File: config.mk
export PLATFORM = sky130hd
export DESIGN_NAME = als_fifo_readout_window
export DESIGN_NICKNAME = d
export VERILOG_FILES = /design/src/pkg/als_window_pkg.sv /design/src/hdl/als_fifo_readout_window.sv /design/src/hdl/als_queue_mem.sv /design/src/hdl/als_queue_fifo.sv
export SDC_FILE = /design/constraint.sdc
export NUM_CORES = 1
export LEC_CHECK = 0
export BUFFER_PORTS_ARGS = -buffer_cell sky130_fd_sc_hd__buf_4
export CORE_MARGIN = 4
export CORE_UTILIZATION = 51
export CTS_CLUSTER_DIAMETER = 80
export DETAILED_ROUTE_END_ITERATION = 7
export PLACE_DENSITY = 0.67
export SKIP_LAST_GASP = 1
export SYNTH_ARGS = -nofsm -noshare
export SYNTH_HDL_FRONTEND = slang
export SYNTH_SLANG_ARGS = --single-unit
File: constraint.sdc
create_clock -name core_clk -period 5.68 [get_ports core_clk]
set_input_delay 0.568 -clock core_clk [delete_from_list [all_inputs] [get_ports core_clk]]
set_output_delay 0.568 -clock core_clk [all_outputs]
set_load 0.1 [all_outputs]
File: src/pkg/als_window_pkg.sv
// Constants and types for the ambient-light result readout window
package als_window_pkg;

  localparam int FIFO_DEPTH = 16;
  localparam int FIFO_AW    = 4;
  localparam int SAMPLE_W   = 16;
  localparam int ENTRY_W    = 64;

  // Window register addresses
  localparam logic [7:0] WIN_BYTE7_ADDR = 8'hf8;
  localparam logic [7:0] WIN_BYTE6_ADDR = 8'hf9;
  localparam logic [7:0] WIN_BYTE5_ADDR = 8'hfa;
  localparam logic [7:0] WIN_BYTE4_ADDR = 8'hfb;
  localparam logic [7:0] WIN_BYTE3_ADDR = 8'hfc;
  localparam logic [7:0] WIN_BYTE2_ADDR = 8'hfd;
  localparam logic [7:0] WIN_BYTE1_ADDR = 8'hfe;
  localparam logic [7:0] WIN_BYTE0_ADDR = 8'hff;

  // Block-read wrap targets per mode
  localparam logic [7:0] WRAP_QUAD_WIDE = 8'hf8;
  localparam logic [7:0] WRAP_QUAD_BYTE = 8'hfc;
  localparam logic [7:0] WRAP_PAIR_WIDE = 8'hfc;
  localparam logic [7:0] WRAP_PAIR_BYTE = 8'hfe;

  localparam logic [7:0] BYTE_RESET     = 8'h00;
  localparam logic [2:0] FIRST_UPPER_IX = 3'h4;
  localparam logic [2:0] PAIR_BYTE_LO   = 3'h6;

  typedef enum logic [1:0] {
    MODE_QUAD_WIDE,
    MODE_QUAD_BYTE,
    MODE_PAIR_WIDE,
    MODE_PAIR_BYTE
  } win_mode_t;

  // One queued result; quad mode: w0 blue, w1 green, w2 red, w3 clear.
  // Pair mode: w2 red_blue_sum, w3 clear_green_sum. Byte data in low bits.
  typedef struct packed {
    logic [SAMPLE_W-1:0] w3;
    logic [SAMPLE_W-1:0] w2;
    logic [SAMPLE_W-1:0] w1;
    logic [SAMPLE_W-1:0] w0;
  } als_entry_t;

  typedef struct packed {
    logic       en;
    logic [7:0] addr;
  } win_read_t;

endpackage

File: src/hdl/als_fifo_readout_window.sv
// Readout window of the ambient-light result queue
`timescale 1ns/10ps

// Contract
// - Eight read-only byte registers from 0xF8 to 0xFF show one queued result.
// - A window byte that is undefined in the current mode reads as zero.
// - Reads below 0xFF leave the window unchanged.
// - A read of 0xFF loads the next queued entry into all eight bytes at once.
// - In a block read the address wraps after 0xFF to a mode-dependent point.
// - Quad modes give blue, green, red, clear as low-first pairs from 0xF8 or bytes from 0xFC.
// - Pair wide mode puts red_blue_sum at 0xFC/0xFD, clear_green_sum at 0xFE/0xFF, low first.
// - Pair byte mode puts red_blue_sum at 0xFE and clear_green_sum at 0xFF as single bytes.
// - With the queue empty the empty flag is set and a read of 0xFF loads zeros into the window.
// - Flush empties the queue and zeroes its pointers but keeps the overflow flag.
// - When the queue is full the overflow flag sets and new results are dropped.
module als_fifo_readout_window import als_window_pkg::*; (
  // Clock and reset
  input  wire logic       core_clk,
  input  wire logic       nrst,
  // Mode and control bits
  input  wire logic       paired_channel_select,
  input  wire logic       byte_data_select,
  input  wire logic       queue_flush_control,
  // Result stream from the measurement engine
  input  wire logic       result_valid,
  input  wire als_entry_t result_entry,
  output logic            result_ready,
  // Register read port of the serial engine
  input  wire win_read_t  rd_req,
  output logic            rd_valid_reg,
  output logic [7:0]      rd_data_reg,
  output logic [7:0]      rd_next_addr_reg,
  // Status
  output logic            queue_empty_flag,
  output logic            queue_overflow_flag
);

  win_mode_t  mode;
  als_entry_t win_entry_reg;
  logic       win_valid_reg;
  logic       fifo_out_valid;
  logic       fifo_pop;
  logic       fifo_full;
  logic       fifo_empty;
  logic       fifo_in_ready;
  logic       in_window;
  logic       top_read;
  logic       win_load;
  logic [2:0] byte_ix;
  logic [7:0] byte_sel;
  logic [7:0] wrap_addr;
  logic       ovf_set;
  logic       ovf_clear;
  logic       ovf_reg;
  logic [ENTRY_W-1:0] fifo_out_data;

  // Mode decode
  always_comb begin
    unique case ({paired_channel_select, byte_data_select})
      2'b00:   mode = MODE_QUAD_WIDE;
      2'b01:   mode = MODE_QUAD_BYTE;
      2'b10:   mode = MODE_PAIR_WIDE;
      2'b11:   mode = MODE_PAIR_BYTE;
    endcase
  end

  assign in_window = rd_req.en && (rd_req.addr >= WIN_BYTE7_ADDR);
  assign top_read  = rd_req.en && (rd_req.addr == WIN_BYTE0_ADDR);
  assign byte_ix   = rd_req.addr[2:0];

  // Byte placement per mode, zero where undefined
  function automatic logic [7:0] window_byte(
    input als_entry_t e,
    input logic [2:0] ix,
    input win_mode_t  m
  );
    logic [15:0] w;
    logic [7:0]  b;
    w = '0;
    b = BYTE_RESET;
    unique case (m)
      MODE_QUAD_WIDE: begin
        unique case (ix[2:1])
          2'b00: w = e.w0;
          2'b01: w = e.w1;
          2'b10: w = e.w2;
          2'b11: w = e.w3;
        endcase
        b = ix[0] ? w[15:8] : w[7:0];
      end
      MODE_QUAD_BYTE: begin
        unique case (ix)
          3'h4:    b = e.w0[7:0];
          3'h5:    b = e.w1[7:0];
          3'h6:    b = e.w2[7:0];
          3'h7:    b = e.w3[7:0];
          default: b = BYTE_RESET;
        endcase
      end
      MODE_PAIR_WIDE: begin
        unique case (ix)
          3'h4:    b = e.w2[7:0];
          3'h5:    b = e.w2[15:8];
          3'h6:    b = e.w3[7:0];
          3'h7:    b = e.w3[15:8];
          default: b = BYTE_RESET;
        endcase
      end
      MODE_PAIR_BYTE: begin
        unique case (ix)
          3'h6:    b = e.w2[7:0];
          3'h7:    b = e.w3[7:0];
          default: b = BYTE_RESET;
        endcase
      end
    endcase
    return b;
  endfunction

  assign byte_sel = window_byte(win_entry_reg, byte_ix, mode);

  // Wrap target for block reads
  always_comb begin
    unique case (mode)
      MODE_QUAD_WIDE: wrap_addr = WRAP_QUAD_WIDE;
      MODE_QUAD_BYTE: wrap_addr = WRAP_QUAD_BYTE;
      MODE_PAIR_WIDE: wrap_addr = WRAP_PAIR_WIDE;
      MODE_PAIR_BYTE: wrap_addr = WRAP_PAIR_BYTE;
    endcase
  end

  // Load on top read, or fill an idle window once data arrives
  assign win_load = !queue_flush_control && (top_read || (!win_valid_reg && fifo_out_valid));
  assign fifo_pop = win_load && fifo_out_valid;

  // Result queue
  als_queue_fifo #(
    .WIDTH (ENTRY_W),
    .DEPTH (FIFO_DEPTH),
    .AW    (FIFO_AW)
  ) u_fifo (
    .core_clk  (core_clk),
    .nrst      (nrst),
    .flush     (queue_flush_control),
    .in_valid  (result_valid),
    .in_ready  (fifo_in_ready),
    .in_data   (result_entry),
    .out_valid (fifo_out_valid),
    .out_ready (fifo_pop),
    .out_data  (fifo_out_data),
    .empty_reg (fifo_empty),
    .full_reg  (fifo_full)
  );

  assign result_ready     = fifo_in_ready;
  assign queue_empty_flag = fifo_empty;

  // Window entry
  always_ff @(posedge core_clk or negedge nrst) begin
    if (!nrst) begin
      win_entry_reg <= '0;
      win_valid_reg <= 1'b0;
    end else if (queue_flush_control) begin
      win_entry_reg <= '0;
      win_valid_reg <= 1'b0;
    end else if (win_load) begin
      win_entry_reg <= fifo_out_valid ? als_entry_t'(fifo_out_data) : '0;
      win_valid_reg <= fifo_out_valid;
    end
  end

  // Read answer and next block-read address
  always_ff @(posedge core_clk or negedge nrst) begin
    if (!nrst) begin
      rd_valid_reg     <= 1'b0;
      rd_data_reg      <= BYTE_RESET;
      rd_next_addr_reg <= WIN_BYTE7_ADDR;
    end else begin
      rd_valid_reg <= rd_req.en;
      if (rd_req.en) begin
        rd_data_reg      <= in_window ? byte_sel : BYTE_RESET;
        rd_next_addr_reg <= top_read ? wrap_addr : 8'(rd_req.addr + 1'b1);
      end
    end
  end

  // Overflow flag; set wins over the dummy-read clear
  assign ovf_set   = result_valid && fifo_full;
  assign ovf_clear = in_window;

  always_ff @(posedge core_clk or negedge nrst) begin
    if (!nrst) begin
      ovf_reg <= 1'b0;
    end else if (ovf_set) begin
      ovf_reg <= 1'b1;
    end else if (ovf_clear) begin
      ovf_reg <= 1'b0;
    end
  end

  assign queue_overflow_flag = ovf_reg;
endmodule

File: src/hdl/als_queue_mem.sv
// Storage array of the result queue with registered read data
`timescale 1ns/10ps
module als_queue_mem #(
  parameter int WIDTH = 64,
  parameter int DEPTH = 16,
  parameter int AW    = 4
) (
  // Clock
  input  wire logic             core_clk,
  // Write side
  input  wire logic             wr_en,
  input  wire logic [AW-1:0]    wr_addr,
  input  wire logic [WIDTH-1:0] wr_data,
  // Read side
  input  wire logic [AW-1:0]    rd_addr,
  output logic      [WIDTH-1:0] rd_data
);

  logic [WIDTH-1:0] mem_reg [DEPTH];

  always_ff @(posedge core_clk) begin
    if (wr_en) begin
      mem_reg[wr_addr] <= wr_data;
    end
  end

  // Write bypass so a fresh word is seen at once
  always_ff @(posedge core_clk) begin
    if (wr_en && (wr_addr == rd_addr)) begin
      rd_data <= wr_data;
    end else begin
      rd_data <= mem_reg[rd_addr];
    end
  end

endmodule

File: src/hdl/als_queue_fifo.sv
// Result queue with valid/ready on both sides and a flush input
`timescale 1ns/10ps
module als_queue_fifo #(
  parameter int WIDTH = 64,
  parameter int DEPTH = 16,
  parameter int AW    = 4
) (
  // Clock and reset
  input  wire logic             core_clk,
  input  wire logic             nrst,
  // Control
  input  wire logic             flush,
  // Fill side
  input  wire logic             in_valid,
  output logic                  in_ready,
  input  wire logic [WIDTH-1:0] in_data,
  // Drain side
  output logic                  out_valid,
  input  wire logic             out_ready,
  output logic      [WIDTH-1:0] out_data,
  // Status
  output logic                  empty_reg,
  output logic                  full_reg
);

  logic [AW-1:0] wr_ptr_reg;
  logic [AW-1:0] rd_ptr_reg;
  logic [AW:0]   count_reg;
  logic [AW:0]   count_next;
  logic          push;
  logic          pop;
  logic [AW-1:0] rd_addr_next;

  assign push         = in_valid && !full_reg;
  assign pop          = out_ready && !empty_reg;
  assign out_valid    = !empty_reg;
  assign rd_addr_next = pop ? AW'(rd_ptr_reg + 1'b1) : rd_ptr_reg;

  always_comb begin
    count_next = count_reg;
    if (push && !pop) begin
      count_next = (AW+1)'(count_reg + 1'b1);
    end else if (pop && !push) begin
      count_next = (AW+1)'(count_reg - 1'b1);
    end
  end

  always_ff @(posedge core_clk or negedge nrst) begin
    if (!nrst) begin
      wr_ptr_reg <= '0;
      rd_ptr_reg <= '0;
      count_reg  <= '0;
      empty_reg  <= 1'b1;
      full_reg   <= 1'b0;
      in_ready   <= 1'b1;
    end else if (flush) begin
      wr_ptr_reg <= '0;
      rd_ptr_reg <= '0;
      count_reg  <= '0;
      empty_reg  <= 1'b1;
      full_reg   <= 1'b0;
      in_ready   <= 1'b1;
    end else begin
      wr_ptr_reg <= push ? AW'(wr_ptr_reg + 1'b1) : wr_ptr_reg;
      rd_ptr_reg <= rd_addr_next;
      count_reg  <= count_next;
      empty_reg  <= (count_next == '0);
      full_reg   <= (count_next == (AW+1)'(DEPTH));
      in_ready   <= (count_next != (AW+1)'(DEPTH));
    end
  end

  als_queue_mem #(
    .WIDTH (WIDTH),
    .DEPTH (DEPTH),
    .AW    (AW)
  ) u_mem (
    .core_clk (core_clk),
    .wr_en    (push && !flush),
    .wr_addr  (wr_ptr_reg),
    .wr_data  (in_data),
    .rd_addr  (flush ? AW'(0) : rd_addr_next),
    .rd_data  (out_data)
  );

endmodule

==> out/qor.csv, run 1 <==
metric,value,unit
status,finished clean,
hold_end,u_fifo.u_mem.mem_reg[1][22],
fmax,356.6,MHz
rsz0062_at_grt,false,
r2r_slack,2.88,ns
worstPathCellList,nor2b_1 -> buf_4 -> nand2_1 -> nor2_4 -> buf_4,
cp-start-kind,flop,
fin_area,49430,um2
antenna_found_initial,3,
io_buffer_count,98,
synth-simple-area-share,0.01264,
drcViolationCount,0,
rr_endpoint,u_fifo.u_mem.mem_reg[1][9],
firstDrtPassIters,6,
cp.required,6.00,ns
met3_usage,0.04059,
crit_type,flop to flop,
avgSynthCellArea,22.95,um2
diodes,0,
cp_top_family,simple AND/OR/NAND/NOR gates,
synth_cell_types,48,
fillerInstances,6023,
seqCellArea,33330,um2
fin_crit,2.804,ns
grt_pass1_wl,144200,um
synth_top_area_cell,edfxtp_1,
reg2reg_from,u_fifo.full_reg,
layout.nets,2130,
clk_pin_slew,0.06,ns
drv_cap,0,
clk_latency,0.67,ns
synthAdderAreaFrac,0.003440,
slew_violations,0,
clockBufferDepth,3,
wl_per_cell,29.70,um
arrival,3.12,ns
worst_pin_slew,1.136,ns
async_flop_share,0.08784,
largest_reg_flops,1024,
rr_worst_depth,5,
hold_viol,0,
start_util,0.5134,
clock_skew,0.02115,ns
dpl.hpwl,54230,um
cts_max_level,3,
p_leak,15.64,nW
drt-total-wl,97270,um
worstPathMaxFanout,23,
grt_pass1_vias,20990,
fin_tns_setup,0,ns
synth_top_area_share,0.7045,
dpl_cell_area,45890,um2
slew_headroom,0.2410,
drt_iter0_drc,2403,
fin_crit_sh,0.4937,
multi_input_comb_area,9848,um2
gp_congestion,0.8969,
synth_top_family_by_area,multiplexers,
grt_overflow,0,
synth_xor_xnor_area_share,0.002608,
synth_compound_area_frac,0.02778,
critPathMaxStageDelay,0.95,ns
seq_area_frac_synth,0.7633,
numCtsBuffers,110,
hp-class,input pin to flop,
drive_gt1_frac,0.3139,
vdd_drop_max,0.2865,mV
cp_slowest_cell,nor2_4,
synth_edf_count,1024,
cts_tree,done,
muxShareOfSynthArea,0.1763,
crit_top_cell,buf_4,
netlist_area,43650,um2
die_y,300.6,um
grt_util_met2,0.3535,
worstHoldStart,result_entry[22],
area_growth,13.25,%
die_width,300.6,um
holdWs,0.1829,ns
ys.flop_type,edfxtp_1,
rows,107,
crit_buf_inv,2,
setup_viol,0,
viasPerCell,6.238,
grt.met1_usage,0.3204,
via_count,20430,
core,85010,um2
pre_cts_slack,2.274,ns
p_per_area,399.1,nW/um2
clock_sinks,1127,
die_area,90330,um2
synth-seq-cells,1127,
ys_top_cells_by_area,"edfxtp_1 70%, mux4_2 17%, dfrtp_1 5.3%",
ys_warn_count,0,
endpoint_kind,flop,
final.setup.worst_slack,2.876,ns
syn_nets,1993,
netlist_instances,1902,
grt_start_max_net_pins,151,
busiest_layer,met2,
pin_count,99,
cts-root-buf,clkbuf_16,
whs_path_depth,1,
ant_nets,0,
grtUsageTotal,0.2189,
[power by group]
part           internal, W  switching (W)  total, W
Sequential         0.00932       0.000313   0.00964
Combinational      0.00148        0.00151   0.00299
Clock              0.00405        0.00305   0.00710
[how the worst max path moves through the flow]
stage | from | to | slack (ns) | cells past startpoint
floorplan | result_valid | u_fifo.u_mem.mem_reg[3][0] | 1.17 | 4
global placement | rd_req[1] | u_fifo.full_reg | 2.35 | 9
detailed placement | rd_req[1] | u_fifo.full_reg | 2.27 | 9
CTS | u_fifo.full_reg | u_fifo.u_mem.mem_reg[1][9] | 2.86 | 5
global route | u_fifo.full_reg | u_fifo.u_mem.mem_reg[1][0] | 2.77 | 5
finish | u_fifo.full_reg | u_fifo.u_mem.mem_reg[1][9] | 2.88 | 5
[layout make-up]
type                            count  area share
Sequential cell                  1127      0.6743
Tap cell                         1144     0.02896
Clock inverter                     77     0.01395
Multi-Input combinational cell    650      0.1992
Timing Repair Buffer              135     0.02486
Inverter                           15    0.001139
Clock buffer                      127     0.05761
[synth_stat cells (all sizes together), types with 4 or more instances]
library cell	n
a21oi	31
a221o	8
a22o	81
a22oi	8
buf	55
clkbuf	55
dfrtp	92
dfstp	7
dfxtp	4
edfxtp	1024
ha	12
inv	14
mux2	6
mux2i	6
mux4	336
nand2	29
nand4	5
nor2	64
o21ai	9
o221ai	8
xnor2	7
xor2	6
[worst reg2reg max path: stages (launching register included)]
cell	delay, ns
dfrtp_1	0.40
nor2b_1	0.13
buf_4	0.21
nand2_1	0.27
nor2_4	0.95
buf_4	0.49
[per-stage QoR]
| step | total power [W] | cells | util |
|---|---|---|---|
| after floorplan | 0.01191 | 1902 | - |
| final | 0.01973 | 3275 | 0.5815 |
| after detailed placement | 0.01282 | 3070 | 0.5397 |
| after CTS | 0.01990 | 3275 | 0.5815 |
| after global placement | 0.01277 | 3070 | 0.5397 |
| after global routing | 0.02045 | 3275 | 0.5815 |
[cells in the final DEF (no fill, tap or decap), types with 26 or more instances in the layout]
cell type	n
nand2_1	28
dfrtp_1	92
clkbuf_16	111
edfxtp_1	1024
a21oi_1	30
a22o_1	81
clkinv_2	26
nor2_1	48
mux4_2	336
buf_4	117
clkinv_1	31
[kinds of logic (layout without fill, tap and decap cells)]
family                   after synthesis  count (layout)
AND/OR/NAND/NOR                      123             123
adder cells (fa/ha/maj)               12              12
multiplexers                         348             348
AO/OA/AOI/OAI                        154             154
buffers and inverters                125             354
XOR/XNOR                              13              13
flip-flops                          1127            1127
[repair_timing]
action | 4_1_cts | 5_1_grt
setup buffers | 0 | 0
hold buffers | 1 | 0
resized for setup | 0 | 0
endpoints found under the hold margin | 26 | 0
[routing by layer]
| metal | part of all wire | up-vias |
|---|---|---|
| met3 | 0.079 | 115 |
| met4 | 0.014 | 6 |
| met1 | 0.41 | 11030 |
| met5 | 0.00048 | - |
| li1 | - | 8409 |
| met2 | 0.50 | 867 |
Note: power is estimated with default switching activity, not from simulation.
==> run 2, diff against run 1 <==
==> constraint.sdc (replaced) <==
create_clock -name core_clk -period 2.6 [get_ports core_clk]
set_input_delay 0.26 -clock core_clk [delete_from_list [all_inputs] [get_ports core_clk]]
set_output_delay 0.26 -clock core_clk [all_outputs]
set_load 0.1 [all_outputs]
==> out/qor.csv, run 2 (same netlist as run 1, synthesis figures left out) <==
metric,value,unit,change
die_y,300.6,um,unchanged
pin_count,99,,unchanged
dpl.hpwl,58720,um,+8.3%
die_area,90330,um2,unchanged
layoutNonFillerInstCount,3415,,+4.3%
start_util,0.5134,,unchanged
hold_viol,0,,unchanged
multi_input_comb_area,9848,um2,unchanged
wl_per_cell,30.46,um,+2.6%
drt-total-wl,104000,um,+7.0%
seqCellArea,33330,um2,unchanged
clk_pin_slew,0.06,ns,about the same
critPathMaxStageDelay,0.53,ns,-0.42 ns
layout.nets,2270,,+6.6%
rr_worst_depth,4,,-1
worstHoldStart,paired_channel_select,,
grtUsageTotal,0.2348,,+0.01587
clock_skew,0.04637,ns,+0.02522 ns
slew_headroom,0.4422,,+0.2012
crit_buf_inv,3,,+1
cp.required,3.16,ns,-2.84 ns
endpoint_kind,flop,,
layout_commonest_cell,edfxtp_1,,
ctsResizeCount,0,,unchanged
grt_pass1_vias,22190,,+5.7%
drv_cap,0,,unchanged
worst_pin_slew,0.8367,ns,-0.2990 ns
cts-root-buf,clkbuf_16,,
setup_viol,0,,unchanged
dp.cells,3132,,+2.0%
cp_top_family,buffers and inverters,,
drcViolationCount,0,,unchanged
diodes,0,,unchanged
arrival,2.96,ns,-0.16 ns
reg2reg_from,u_fifo.full_reg,,
drive_gt1_frac,0.3175,,+0.003544
fmax,417.7,MHz,
die_width,300.6,um,unchanged
rr_endpoint,u_fifo.u_mem.mem_reg[3][54],,
worstPathCellList,dlygate4sd3_1 -> buf_4 -> clkinv_1 -> ha_1 -> and2_1 -> a22oi_1 -> a21oi_1 -> o221ai_1 -> o21ai_1,,
grt_start_max_net_pins,68,,-55%
dpl_cell_area,46810,um2,+2.0%
fillerInstances,5878,,-2.4%
area_growth,17.01,%,
crit_type,input pin to flop,,
worstPathMaxFanout,13,,-43%
p_leak,16.34,nW,+4.5%
viasPerCell,6.265,,+0.42%
p_per_area,848.9,nW/um2,+110%
fin_area,51080,um2,+3.3%
drt_iter0_drc,2536,,+5.5%
cts_tree,done,,
io_buffer_count,98,,unchanged
numCtsBuffers,111,,+0.91%
fin_crit_sh,0.9207,,
ant_nets,0,,unchanged
hold_end,rd_next_addr_reg[1],,
status,finished clean,,
cp_slowest_cell,dlygate4sd3_1,,
whs_path_depth,4,,+3
mostFrequentLayoutCells,"1024 x edfxtp_1, 336 x mux4_2, 142 x buf_4",,
gp_congestion,0.8542,,-4.8%
via_count,21390,,+4.7%
grt_pass1_wl,153400,um,+6.3%
rows,107,,unchanged
clk_latency,0.70,ns,+0.03 ns
hp-class,input pin to flop,,
slew_violations,0,,unchanged
vdd_drop_max,0.7324,mV,+160%
firstDrtPassIters,7,,+1
r2r_slack,0.26,ns,-2.62 ns
grt_overflow,0,,unchanged
fin_crit,2.394,ns,
clock_sinks,1127,,unchanged
cp-start-kind,input pin,,
core,85010,um2,unchanged
clockBufferDepth,3,,unchanged
antenna_found_initial,1,,-2
cts_max_level,3,,unchanged
rsz0062_at_grt,false,,
largest_reg_flops,1024,,unchanged
fin_tns_setup,0,ns,unchanged
==> run 2: metal layers <==
layer | up-vias | track usage | wire length, um | part of all wire
met1 | 11610 | 0.3503 | 42630 | 0.41
met5 | - | 0 | 0 | 0
li1 | 8669 | - | - | -
met2 | 1001 | 0.3727 | 50900 | 0.49
met4 | 0 | 0.05585 | 1877 | 0.018
met3 | 116 | 0.03764 | 8622 | 0.083
==> run 2: how the worst max path moves through the flow <==
stage	startpoint	end	cells past startpoint
4_1_cts	flop	win_entry_reg[25]	5
3_5_place_dp	rd_req[0]	rd_data_reg[2]	8
2_1_floorplan	u_fifo.full_reg	u_fifo.u_mem.mem_reg[7][0]	4
6_report	rd_req[0]	rd_data_reg[2]	9
5_1_grt	rd_req[0]	rd_data_reg[2]	9
3_3_place_gp	rd_req[0]	rd_data_reg[2]	8
==> run 2: where the power goes <==
group          switching, W  internal (W)  leakage, nW
sequential         0.000744        0.0204         10.6
clock               0.00668       0.00855         1.69
combinational       0.00339       0.00363         4.08
==> run 2: stage by stage <==
step,total power (W),setup slack [ns],util,hold WS (ns)
floorplan,0.02602,-0.6769,-,-0.03559
global placement,0.02830,0.1275,0.5507,0.2005
detailed placement,0.02840,0.1290,0.5507,0.1965
CTS,0.04369,0.2310,0.6008,0.009574
global route,0.04493,0.1521,0.6008,0.04682
finish,0.04336,0.2061,0.6008,0.05818
==> run 2: cell type report <==
| cell class | count | share of cell area |
|---|---|---|
| clock buffer | 158 | 0.06021 |
| multi-input combinational | 650 | 0.1928 |
| inverter | 15 | 0.001102 |
| tap | 1144 | 0.02802 |
| sequential | 1127 | 0.6526 |
| timing repair buffer | 274 | 0.05732 |
| clock inverter | 47 | 0.007937 |
==> run 2: worst min-delay path: stages <==
cell and delay (ns):
buf_4 0.13, and3_1 0.15, a21oi_1 0.04, a21oi_1 0.14
==> run 2: timing repair <==
item	in CTS	in global routing
hold buffers	78	0
hold endpoints to repair	1111	0
setup buffers	0	0
==> run 3, diff against run 2 <==
--- a/config.mk
+++ b/config.mk
@@ -11,7 +11,8 @@
 export CTS_CLUSTER_DIAMETER = 80
 export DETAILED_ROUTE_END_ITERATION = 7
 export PLACE_DENSITY = 0.67
-export SKIP_LAST_GASP = 1
+export REMOVE_ABC_BUFFERS = 1
+export SETUP_SLACK_MARGIN = 0.05
 export SYNTH_ARGS = -nofsm -noshare
 export SYNTH_HDL_FRONTEND = slang
 export SYNTH_SLANG_ARGS = --single-unit
==> out/qor.csv, run 3 (same netlist as run 1, synthesis figures left out) <==
metric,value,unit,change
status,finished clean,,
via_count,20920,,-2.2%
die_area,90330,um2,unchanged
worst_pin_slew,0.8080,ns,-0.02872 ns
fin_tns_setup,0,ns,unchanged
pin_count,99,,unchanged
clock_skew,0.03397,ns,-0.01240 ns
clk_latency,0.68,ns,-0.02 ns
crit_type,flop to flop,,
layout.nets,2246,,-1.1%
drive_gt1_frac,0.3209,,+0.003408
slew_violations,0,,unchanged
area_growth,17.06,%,about the same
ant_nets,0,,unchanged
clockBufferDepth,3,,unchanged
endpoint_kind,flop,,
drcViolationCount,0,,unchanged
drt_iter0_drc,2360,,-6.9%
rsz0062_at_grt,false,,
worstPathMaxFanout,25,,+12
die_y,300.6,um,unchanged
grt_pass1_vias,21670,,-2.3%
layout_commonest_cell,edfxtp_1,,
slew_headroom,0.4602,,+0.01804
die_width,300.6,um,unchanged
cts_max_level,3,,unchanged
clock_sinks,1127,,unchanged
firstDrtPassIters,5,,-2
vdd_drop_max,0.5098,mV,-30%
p_leak,16.34,nW,about the same
setup_viol,0,,unchanged
hp-class,input pin to flop,,
post-cts-setup-buffers,0,,unchanged
start_util,0.5134,,unchanged
clk_pin_slew,0.06,ns,about the same
hold_viol,0,,unchanged
grtUsageTotal,0.2292,,-0.005626
antenna_found_initial,4,,+3
core,85010,um2,unchanged
rows,107,,unchanged
grt_start_max_net_pins,66,,-2.9%
fmax,422.8,MHz,+1.2%
holdWs,0.06813,ns,+0.009954 ns
grt_pass1_wl,149800,um,-2.4%
cts_tree,done,,
arrival,2.68,ns,-0.28 ns
fin_crit_sh,0.9098,,-0.01099
p_per_area,864.4,nW/um2,+1.8%
mostFrequentLayoutCells,"1024 x edfxtp_1, 336 x mux4_2, 131 x buf_4",,
viasPerCell,6.160,,-1.7%
drt-total-wl,101400,um,-2.5%
largest_reg_flops,1024,,unchanged
dpl.hpwl,54370,um,-7.4%
wl_per_cell,29.86,um,-2.0%
io_buffer_count,98,,unchanged
drv_cap,0,,unchanged
grt_overflow,0,,unchanged
numCtsBuffers,109,,-1.8%
cts-root-buf,clkbuf_16,,
fin_crit,2.365,ns,-0.02857 ns
cp-start-kind,flop,,
cp.required,2.91,ns,-0.25 ns
gp_congestion,0.8306,,-2.8%
[run 3: cell count changes in the layout (fill, tap and decap cells not counted), sizes merged]
| cell | previous run | this run |
|---|---|---|
| diode | 0 | 3 |
| clkinv | 39 | 44 |
| buf | 196 | 179 |
| clkinvlp | 3 | 7 |
| dlygate4sd3 | 78 | 73 |
| bufinv | 3 | 14 |
| inv | 17 | 16 |
| clkbuf | 158 | 140 |
[run 3: cell type report]
class                   instances  area, um2
multi-input cells             650       9848
clock buffers                 140       2988
fillers                      5787      33920
repair buffers                252       2675
inverters                      15      56.30
clock inverters                66      760.7
well taps                    1144       1431
diodes                          3      7.507
flip-flops and latches       1127      33330
[run 3: layer usage]
metal  part of all wire  routed length, um  track usage
met4              0.021               2103      0.05755
met3              0.069               7032      0.03800
met2               0.49              50210       0.3694
met1               0.41              42090       0.3342
met5            0.00013                 13            0
[run 3: worst max-delay path, cell delays in order, from the launching register on]
cell and delay [ns]:
dfrtp_1 0.38, nor2b_1 0.42, nand2_1 0.43, nor2_4 0.24
buf_4 0.49
[run 3: power breakdown]
part | internal, W | total (W) | switching [W]
Sequential | 0.0204 | 0.0211 | 0.000714
Combinational | 0.00358 | 0.00691 | 0.00333
Clock | 0.00953 | 0.0162 | 0.00665
[run 3: repair_timing]
action / CTS / global route
resized for setup: 0 / 0
hold endpoints to repair: 1074 / 0
hold buffers: 73 / 0
endpoints found under the setup margin: 0 / 0
[run 3: metrics by stage]
step	std cells	setup slack [ns]	utilization	cell area (um2)	power, W
floorplan	1792	-9.320	-	43100	0.02552
global placement	3115	0.2981	0.5483	46610	0.02816
detailed placement	3115	0.2529	0.5483	46610	0.02829
CTS	3394	0.2561	0.6010	51090	0.04454
global route	3395	0.1766	0.6010	51090	0.04579
finish	3397	0.2346	0.6011	51100	0.04417
[run 3: path summary, 6_finish.rpt]
path | slack (ns) | cells after the start | startpoint | to
worst max-delay path | 0.23 | 4 | u_fifo.full_reg | u_fifo.u_mem.mem_reg[11][45]
worst min-delay path | 0.07 | 4 | paired_channel_select | rd_next_addr_reg[1]
worst max register to register | 0.23 | 4 | u_fifo.full_reg | u_fifo.u_mem.mem_reg[11][45]
worst min register to register | 0.49 | 2 | rd_next_addr_reg[7] | rd_next_addr_reg[7]
max in group asynchronous | 1.60 | 3 | nrst | win_entry_reg[44]
min in group asynchronous | 0.12 | 2 | nrst | u_fifo.count_reg[3]
